File: src/hdl/urxa_pkg.sv
package urxa_pkg;

  localparam int ADDR_W = 16;
  localparam int DATA_W = 32;
  localparam int DIV_W  = 16;

  // Register indices; byte address is four times the index
  localparam logic [13:0] IDX_RXDATA = 14'h0f40;
  localparam logic [13:0] IDX_STATUS = 14'h0f41;
  localparam logic [13:0] IDX_CTRL0  = 14'h0f42;
  localparam logic [13:0] IDX_CTRL1  = 14'h0f43;
  localparam logic [13:0] IDX_NODE   = 14'h0f45;
  localparam logic [13:0] IDX_BRH    = 14'h0f46;
  localparam logic [13:0] IDX_BRL    = 14'h0f47;

  localparam logic [7:0] CTRL0_RST = 8'h00;
  localparam logic [7:0] CTRL1_RST = 8'h00;
  localparam logic [7:0] NODE_RST  = 8'h00;
  localparam logic [7:0] BRH_RST   = 8'hff;
  localparam logic [7:0] BRL_RST   = 8'hff;

  localparam int REN_BIT    = 0;
  localparam int STAT_AVAIL = 0;
  localparam int STAT_ERR   = 1;
  localparam int STAT_MATCH = 2;

  typedef enum logic [1:0] {
    URXA_MODE_ALL,
    URXA_MODE_ADDR,
    URXA_MODE_MATCH_RUN,
    URXA_MODE_MATCH_DATA
  } urxa_mode_t;

  typedef struct packed {
    logic       valid;
    logic       ninth;
    logic [7:0] data;
  } urxa_rx_byte_t;

  typedef struct packed {
    logic mode_hi;
    logic mnode_en;
    logic mode_lo;
    logic tx_addr_bit;
    logic drv_pol;
    logic baud_ctl;
    logic data_irq_sup;
    logic ir_en;
  } urxa_ctrl1_t;

endpackage

File: src/hdl/urxa_baud_gen.sv
`timescale 1ns/100ps
module urxa_baud_gen #(
  parameter int DIV_W = 16
) (
  // Clock and reset
  input  wire logic             clk,
  input  wire logic             reset_n,
  // Reload control
  input  wire logic [DIV_W-1:0] reload,
  input  wire logic             load,
  // Counter state
  output logic      [DIV_W-1:0] count,
  output logic                  zero_tick
);
  import urxa_pkg::*;

  if (DIV_W < 2) begin : g_chk
    $error("DIV_W too small");
  end

  always_ff @(posedge clk) begin
    if (!reset_n) begin
      count     <= '1;
      zero_tick <= 1'b0;
    end else if (load || count == '0) begin
      count     <= reload;
      zero_tick <= !load && count == '0;
    end else begin
      count     <= count - 1'b1;
      zero_tick <= 1'b0;
    end
  end
endmodule

File: src/hdl/urxa_mnode_filter.sv
`timescale 1ns/100ps
module urxa_mnode_filter (
  // Clock and reset
  input  wire logic                   clk,
  input  wire logic                   reset_n,
  // Incoming byte and setup
  input  urxa_pkg::urxa_rx_byte_t     rx,
  input  wire logic                   mnode_en,
  input  urxa_pkg::urxa_mode_t        mode,
  input  wire logic [7:0]             node_addr,
  // Result
  output logic                        accept,
  output logic [7:0]                  acc_data,
  output logic                        matched
);
  import urxa_pkg::*;

  logic is_addr;
  logic hit;
  logic next_accept;

  assign is_addr = rx.ninth;
  assign hit     = rx.data == node_addr;

  always_comb begin
    next_accept = rx.valid;
    if (mnode_en) begin
      case (mode)
        URXA_MODE_ALL:        next_accept = rx.valid;
        URXA_MODE_ADDR:       next_accept = rx.valid && is_addr;
        URXA_MODE_MATCH_RUN:  next_accept = rx.valid && (is_addr ? hit : matched);
        URXA_MODE_MATCH_DATA: next_accept = rx.valid && !is_addr && matched;
        default:              next_accept = 1'b0;
      endcase
    end
  end

  always_ff @(posedge clk) begin
    if (!reset_n) begin
      matched <= 1'b0;
    end else if (rx.valid && is_addr) begin
      matched <= hit;
    end
  end

  always_ff @(posedge clk) begin
    if (!reset_n) begin
      accept   <= 1'b0;
      acc_data <= 8'h00;
    end else begin
      accept   <= next_accept;
      acc_data <= rx.data;
    end
  end
endmodule

File: src/hdl/urxa_top.sv
// Register access over APB is this design's own decision.
`timescale 1ns/100ps
// Contract
// - Driver enable polarity follows polarity select bit
// - Receiver off: baud control gates baud interrupts
// - Receiver off, control set: interrupt at zero
// - Receiver off, control set: divisor reads live
// - Receiver on, control set: divisor reads live
// - Control clear: divisor reads return reload value
// - Suppress clear: data and errors interrupt
// - Suppress set: received data does not interrupt, receiver errors still do
// - Codec off: serial pins bypass codec
// - Codec on: all serial data through codec
// - Mode high bit: compare address bytes
// - Compare mode: interrupt and data flag after match
// - Node address register 8-bit, resets zero
// - Multinode enable bit switches filtering on
// - Mode 00 every byte, 01 address only
// - Mode 10 match run, 11 data after match
// - High and low bytes form 16-bit reload
module urxa_top (
  // Clock and reset
  input  wire logic                          CLK,
  input  wire logic                          RESET_N,
  // APB slave
  input  wire logic                          PSEL,
  input  wire logic                          PENABLE,
  input  wire logic                          PWRITE,
  input  wire logic [urxa_pkg::ADDR_W-1:0]   PADDR,
  input  wire logic [urxa_pkg::DATA_W-1:0]   PWDATA,
  output logic      [urxa_pkg::DATA_W-1:0]   PRDATA,
  output logic                               PREADY,
  output logic                               PSLVERR,
  // Receiver framing side
  input  urxa_pkg::urxa_rx_byte_t            RX_BYTE,
  input  wire logic                          RX_ERROR,
  output logic                               UART_RXD,
  output logic                               RX_ENABLE,
  // Transmitter framing side
  input  wire logic                          TX_SHIFTING,
  input  wire logic                          TX_SERIAL,
  output logic                               TX_NINTH_BIT,
  // Infrared codec
  input  wire logic                          IR_TXD_ENC,
  input  wire logic                          IR_RXD_DEC,
  output logic                               IR_CODEC_EN,
  output logic                               IR_CODEC_TXD,
  output logic                               IR_CODEC_RXD,
  // Serial pins
  input  wire logic                          RXD_PIN,
  output logic                               TXD_PIN,
  output logic                               LINE_DRIVER_ENABLE_OUT,
  // Events and state
  output logic                               RX_IRQ,
  output logic                               RX_DATA_AVAILABLE,
  output logic                               BAUD_TICK
);
  import urxa_pkg::*;

  logic [13:0]       idx;
  logic              setup;
  logic              xfer;
  logic              wr;
  logic              rd_pop;
  logic [7:0]        rd_byte;
  logic [7:0]        ctrl0;
  urxa_ctrl1_t       ctrl1;
  logic [7:0]        node_addr;
  logic [7:0]        brh;
  logic [7:0]        brl;
  logic [7:0]        rx_data;
  logic              data_flag;
  logic              rx_err;
  logic              baud_load;
  logic [DIV_W-1:0]  baud_count;
  logic              baud_zero;
  logic              acc;
  logic [7:0]        acc_data;
  logic              matched;
  logic              ren;
  logic              rxd_s1;
  logic              rxd_s2;
  logic              next_irq;

  function automatic logic is_mapped(input logic [13:0] i);
    return i == IDX_RXDATA || i == IDX_STATUS || i == IDX_CTRL0 ||
           i == IDX_CTRL1 || i == IDX_NODE || i == IDX_BRH || i == IDX_BRL;
  endfunction

  assign idx    = PADDR[15:2];
  assign setup  = PSEL && !PENABLE;
  assign xfer   = PSEL && PENABLE && PREADY;
  assign wr     = xfer && PWRITE && is_mapped(idx);
  assign rd_pop = xfer && !PWRITE && idx == IDX_RXDATA;
  assign ren    = ctrl0[REN_BIT];

  // Read data, sampled in the setup cycle
  always_comb begin
    case (idx)
      IDX_RXDATA: rd_byte = rx_data;
      IDX_STATUS: rd_byte = {5'h00, matched, rx_err, data_flag};
      IDX_CTRL0:  rd_byte = ctrl0;
      IDX_CTRL1:  rd_byte = ctrl1;
      IDX_NODE:   rd_byte = node_addr;
      IDX_BRH:    rd_byte = ctrl1.baud_ctl ? baud_count[15:8] : brh;
      IDX_BRL:    rd_byte = ctrl1.baud_ctl ? baud_count[7:0] : brl;
      default:    rd_byte = 8'h00;
    endcase
  end

  // APB handshake: one access cycle, no wait states
  always_ff @(posedge CLK) begin
    if (!RESET_N) begin
      PREADY  <= 1'b0;
      PSLVERR <= 1'b0;
      PRDATA  <= 32'h0000_0000;
    end else begin
      PREADY  <= setup;
      PSLVERR <= setup && !is_mapped(idx);
      PRDATA  <= (setup && !PWRITE) ? {24'h00_0000, rd_byte} : 32'h0000_0000;
    end
  end

  // Control registers
  always_ff @(posedge CLK) begin
    if (!RESET_N) begin
      ctrl0     <= CTRL0_RST;
      ctrl1     <= CTRL1_RST;
      node_addr <= NODE_RST;
      brh       <= BRH_RST;
      brl       <= BRL_RST;
    end else if (wr) begin
      case (idx)
        IDX_CTRL0: ctrl0     <= PWDATA[7:0];
        IDX_CTRL1: ctrl1     <= PWDATA[7:0];
        IDX_NODE:  node_addr <= PWDATA[7:0];
        IDX_BRH:   brh       <= PWDATA[7:0];
        IDX_BRL:   brl       <= PWDATA[7:0];
        default:   ctrl0     <= ctrl0;
      endcase
    end
  end

  // New divisor takes effect the cycle after it is written
  always_ff @(posedge CLK) begin
    if (!RESET_N) begin
      baud_load <= 1'b0;
    end else begin
      baud_load <= wr && (idx == IDX_BRH || idx == IDX_BRL);
    end
  end

  urxa_baud_gen #(
    .DIV_W (DIV_W)
  ) u_baud (
    .clk       (CLK),
    .reset_n   (RESET_N),
    .reload    ({brh, brl}),
    .load      (baud_load),
    .count     (baud_count),
    .zero_tick (baud_zero)
  );

  // Address bytes carry the ninth bit set
  urxa_mnode_filter u_filter (
    .clk       (CLK),
    .reset_n   (RESET_N),
    .rx        (RX_BYTE),
    .mnode_en  (ctrl1.mnode_en),
    .mode      (urxa_mode_t'({ctrl1.mode_hi, ctrl1.mode_lo})),
    .node_addr (node_addr),
    .accept    (acc),
    .acc_data  (acc_data),
    .matched   (matched)
  );

  // Received data holding and flags; a new byte wins over a pop
  always_ff @(posedge CLK) begin
    if (!RESET_N) begin
      rx_data   <= 8'h00;
      data_flag <= 1'b0;
    end else if (acc) begin
      rx_data   <= acc_data;
      data_flag <= 1'b1;
    end else if (rd_pop) begin
      data_flag <= 1'b0;
    end
  end

  // Error flag: write one to clear, a new error wins
  always_ff @(posedge CLK) begin
    if (!RESET_N) begin
      rx_err <= 1'b0;
    end else if (RX_ERROR) begin
      rx_err <= 1'b1;
    end else if (wr && idx == IDX_STATUS && PWDATA[STAT_ERR]) begin
      rx_err <= 1'b0;
    end
  end

  // Receive interrupt request
  always_comb begin
    next_irq = RX_ERROR;
    if (acc && !ctrl1.data_irq_sup) begin
      next_irq = 1'b1;
    end
    if (!ren && ctrl1.baud_ctl && baud_zero) begin
      next_irq = 1'b1;
    end
  end

  always_ff @(posedge CLK) begin
    if (!RESET_N) begin
      RX_IRQ            <= 1'b0;
      RX_DATA_AVAILABLE <= 1'b0;
      BAUD_TICK         <= 1'b0;
      RX_ENABLE         <= 1'b0;
      TX_NINTH_BIT      <= 1'b0;
    end else begin
      RX_IRQ            <= next_irq;
      RX_DATA_AVAILABLE <= data_flag;
      BAUD_TICK         <= baud_zero;
      RX_ENABLE         <= ren;
      TX_NINTH_BIT      <= ctrl1.tx_addr_bit;
    end
  end

  // Receive pin synchroniser
  always_ff @(posedge CLK) begin
    if (!RESET_N) begin
      rxd_s1 <= 1'b1;
      rxd_s2 <= 1'b1;
    end else begin
      rxd_s1 <= RXD_PIN;
      rxd_s2 <= rxd_s1;
    end
  end

  // Serial path steering; codec inputs idle high when unused
  always_ff @(posedge CLK) begin
    if (!RESET_N) begin
      TXD_PIN      <= 1'b1;
      UART_RXD     <= 1'b1;
      IR_CODEC_EN  <= 1'b0;
      IR_CODEC_TXD <= 1'b1;
      IR_CODEC_RXD <= 1'b1;
    end else begin
      IR_CODEC_EN  <= ctrl1.ir_en;
      TXD_PIN      <= ctrl1.ir_en ? IR_TXD_ENC : TX_SERIAL;
      UART_RXD     <= ctrl1.ir_en ? IR_RXD_DEC : rxd_s2;
      IR_CODEC_TXD <= ctrl1.ir_en ? TX_SERIAL : 1'b1;
      IR_CODEC_RXD <= ctrl1.ir_en ? rxd_s2 : 1'b1;
    end
  end

  // Line driver enable at the selected polarity
  always_ff @(posedge CLK) begin
    if (!RESET_N) begin
      LINE_DRIVER_ENABLE_OUT <= 1'b0;
    end else begin
      LINE_DRIVER_ENABLE_OUT <= TX_SHIFTING ^ ctrl1.drv_pol;
    end
  end
endmodule

File: config.mk
export PLATFORM = sky130hd
export DESIGN_NAME = urxa_top
export DESIGN_NICKNAME = d
export VERILOG_FILES = /design/src/hdl/urxa_pkg.sv /design/src/hdl/urxa_baud_gen.sv /design/src/hdl/urxa_mnode_filter.sv /design/src/hdl/urxa_top.sv
export SDC_FILE = /design/constraint.sdc
export NUM_CORES = 1
export LEC_CHECK = 0
export BUFFER_PORTS_ARGS = -buffer_cell sky130_fd_sc_hd__buf_2
export CAP_MARGIN = 0
export CORE_MARGIN = 2
export CORE_UTILIZATION = 54
export DETAILED_ROUTE_END_ITERATION = 7
export PLACE_DENSITY = 0.79
export SLEW_MARGIN = 20
export SYNTH_ARGS = -nofsm -noshare
export SYNTH_HDL_FRONTEND = slang
export SYNTH_SLANG_ARGS = --single-unit
File: constraint.sdc
create_clock -name CLK -period 2.5 [get_ports CLK]
set_input_delay 0.375 -clock CLK [delete_from_list [all_inputs] [get_ports CLK]]
set_output_delay 0.375 -clock CLK [all_outputs]
set_load 0.05 [all_outputs]
==> flow_results.org <==
** STA
- The clock arrives with 0.0116 ns of skew.
- Setup Total Neg Slack :: 0 ns
- Max_slew headroom :: a little under two fifths
- Time the final worst path needs with I/O delays and setup :: around 2.2 ns
- Setup repair after global routing left no endpoint under its margin.
- Transition time at the pin with the least slew margin :: 0.922 ns
- Hold Worst Slack :: approximately 0.18 ns
- The number of failing hold endpoints at the final stage is 0.
- Final period utilization :: around 87%
- Setup violations remaining at the end of the flow were counted as 0.
- Based on the critical path, the design can be clocked at up to 458 MHz.
- Number of slew-limit violations in the final report :: 0

** Placed design
- Detailed placement ended at an HPWL of around 9 mm.
- Count of placed standard cells including taps :: ~690
- Input/output buffers :: 63
- Final weighted congestion in routability-driven placement :: 0.938

** Worst setup path
- Endpoint class of the critical path :: flop
- The signal on the critical path passes through nor2_1, and3_1, a211oi_1, a32oi_1.
- Largest delay share family, worst path :: compound AO/OA/AOI/OAI gates
- Crit path arrival time :: ~2.4 ns
- Required time at the worst-slack endpoint :: 2.74 ns
- Together, buffers and inverters on the worst path number 0.
- Crit path launch type :: flop
- The critical path is of the reg -> reg type.
- For this design, the slowest cell found on the critical path is sky130_fd_sc_hd__a211oi_1.
- In this run the worst path has a maximum fanout of 9.
- For this run, the slowest stage of the critical path takes just over 0.8 ns.

** Clock tree
- Post-CTS Setup Bufs :: 0
- The H-tree was split into 3 levels.
- The number of clock buffers added by TritonCTS is 9.
- Post-CTS Hold Buffers :: 0
- The clock net in this run drives a total of 101 sinks.
- Clk pin slew, worst setup/hold paths :: roughly 0.1 ns
- In this run, post-CTS repair resized a total of 0 instances.
- TritonCTS built the clock tree.
- Maximum buffer depth of the clock tree :: 2
- For the worst-skew pair, the clock arrives at the later sink with an insertion delay of ~0.38 ns.
- The root buffer cell chosen for the clock tree is sky130_fd_sc_hd__clkbuf_8.

** Global route
- Pin count of the biggest net entering global routing :: 62
- Via count of the first global-routing pass :: just over 4,000
- Across every metal layer, demand over resource in global routing totals between 20% and 30%.
- Grt total ovfl :: 0
- The initial antenna violation count is 0.
- The first global-routing pass estimated about 20 mm of wire.

** Drt
- In the routed layout, each cell is associated on average with a via count of approximately 6.0.
- Routed vias :: 4,238
- Number of detailed-routing iterations run before antenna repair :: 5
- Final routed wire length divided by cell count :: approximately 17 um
- Drc violations :: 0
- For this block, the routed nets add up to roughly 12 mm of wire.
- The count of nets left with antenna violations once routing finished came out at 0.
- Number of design-rule violations left by the first detailed-router iteration :: between 200 and 300

** Layout
- The post-route netlist has 20.2% of its cells at a drive strength greater than 1.
- Post-route non-filler standard cell count :: between 700 and 800
- The multi-input combinational cells in the finished layout cover a total of 0.00253 mm2.
- The final layout contains 665 nets.
- From synthesis to final layout, the design area changed by 12.0%.
- The number of antenna diodes in the final layout is 0.
- Number of fill cells in the layout :: around 740
- Most common cell after layout, fill and taps aside :: sky130_fd_sc_hd__dfxtp_1
- The library cells used most frequently in the layout, excluding fill and tap cells, are 101 x sky130_fd_sc_hd__dfxtp_1, 63 x sky130_fd_sc_hd__buf_2, 47 x sky130_fd_sc_hd__nor2_1, 43 x sky130_fd_sc_hd__mux2i_1, 33 x sky130_fd_sc_hd__a21oi_1.
- Reg area :: around 0.002 mm2

** Synthesis
- Counting flops with an async set or reset pin after synthesis yields a share of 0%.
- The average instance in the mapped netlist occupies 9.07 um2.
- Number of flip-flops and latches in the synthesized netlist :: between 100 and 150
- Most frequently used flop master after synthesis :: sky130_fd_sc_hd__dfxtp_1
- In this run the cell area of the synthesized design comes to around 0.0048 mm2.
- During synthesis, Yosys emitted a total of 0 warnings.
- Sequential fraction of the synthesis area :: about two fifths
- After technology mapping, the gate count stands at 534.
- Count of different cell masters after synthesis :: 64
- Yosys mapped a number of flops with a built-in enable equal to 0.

** Floorplanning
- Placeable Area :: around 0.0087 mm2
- Die Span X :: approximately 99 um
- In this run the count of I/O pins placed on the die edge is about 110.
- Number of cell rows :: 34
- The initial utilization of the core area, before any placement, comes to a little under three fifths.
- Die Area :: about 0.0097 mm2
- In this run the vertical extent of the chip is between 90 and 100 um.

** Hold path
- The worst hold path belongs to the class in -> reg.

** Pwr
- Static Leak :: ~2.2 nW
- Cell area power density :: 547 mW/mm2
- Across the VDD grid, the largest voltage drop is roughly 0.27 mV.

** Status
- The run finished with clean final reports.

** Job
- Max_cap viols :: 0
[registers in the layout, indices dropped and copies added (netlist names), 8 cells and up]
signal and count:
u_baud.count 16, PRDATA 8, brh 8, brl 8, ctrl0 8, ctrl1 8, node_addr 8, rx_data 8
u_filter.acc_data 8
[cell usage after synthesis (11+ instances only)]
library cell               instances  area, um2
sky130_fd_sc_hd__nand3_1          25        125
sky130_fd_sc_hd__dfxtp_1         101       2020
sky130_fd_sc_hd__buf_4            24        180
sky130_fd_sc_hd__and2_1           13       81.3
sky130_fd_sc_hd__o21ai_0          21        105
sky130_fd_sc_hd__nand2_1          27        101
sky130_fd_sc_hd__inv_1            11       41.3
sky130_fd_sc_hd__clkbuf_1         29        109
sky130_fd_sc_hd__xor2_1           14        123
sky130_fd_sc_hd__a21oi_1          33        165
sky130_fd_sc_hd__nor2_1           47        176
sky130_fd_sc_hd__a22oi_1          13       97.6
sky130_fd_sc_hd__mux2i_1          43        430
[per-layer routing]
metal  part of all wire [%]  vias up  global-route usage, %
met4                    2.3        0                   10.2
met3                    6.7       31                   4.11
met2                     50      171                   44.3
li1                       -     1992                      -
met5                      0        -                      0
met1                     41     2044                   31.4
[path summary, 6_finish.rpt]
check                                  start                     endpoint  slack [ns]  depth (start not counted)
hold / removal                       RXD_PIN            rxd_s1$_SDFF_PN1_        0.18                          2
setup / recovery  u_baud.count[2]$_SDFF_PN1_  u_baud.count[15]$_SDFF_PN1_        0.32                          4
setup reg to reg  u_baud.count[2]$_SDFF_PN1_  u_baud.count[15]$_SDFF_PN1_        0.32                          4
hold reg to reg            rxd_s1$_SDFF_PN1_            rxd_s2$_SDFF_PN1_        0.42                          1
[cell families after synthesis]
logic type | synth area share (%)
multiplexers | 11.7
other | 0.0774
adder cells (fa/ha/maj) | 0.517
AND/OR/NAND/NOR | 20.3
XOR/XNOR | 3.26
buffers and inverters | 7.73
AO/OA/AOI/OAI | 14.7
flip-flops | 41.8
[per-stage QoR]
stage / power [mW] / utilization, % / cell area [um2] / worst slack, ns
3_5_place_dp: 1.98 / 59.9 / 5230 / 0.217
4_1_cts: 2.98 / 62.2 / 5420 / 0.371
3_3_place_gp: 1.97 / 59.9 / 5230 / 0.259
6_report: 2.97 / 62.2 / 5420 / 0.316
5_1_grt: 3.06 / 62.2 / 5420 / 0.171
2_1_floorplan: 1.92 / - / 4930 / 0.315
[area by class of cell]
cell class                      instances  area share, %
Sequential cell                       101           37.3
Timing Repair Buffer                   85           9.09
Clock inverter                          7           1.29
Clock buffer                            9           2.28
Multi-Input combinational cell        385           46.7
Inverter                               12          0.831
Tap cell                              108           2.49
[power breakdown]
group / internal, mW / total, mW / switching, mW
logic: 0.0845 / 0.297 / 0.213
registers: 1.63 / 1.65 / 0.0182
clock network: 0.388 / 1.02 / 0.630
total: 2.11 / 2.97 / 0.861
No activity file was read; power rests on OpenSTA's default activity.
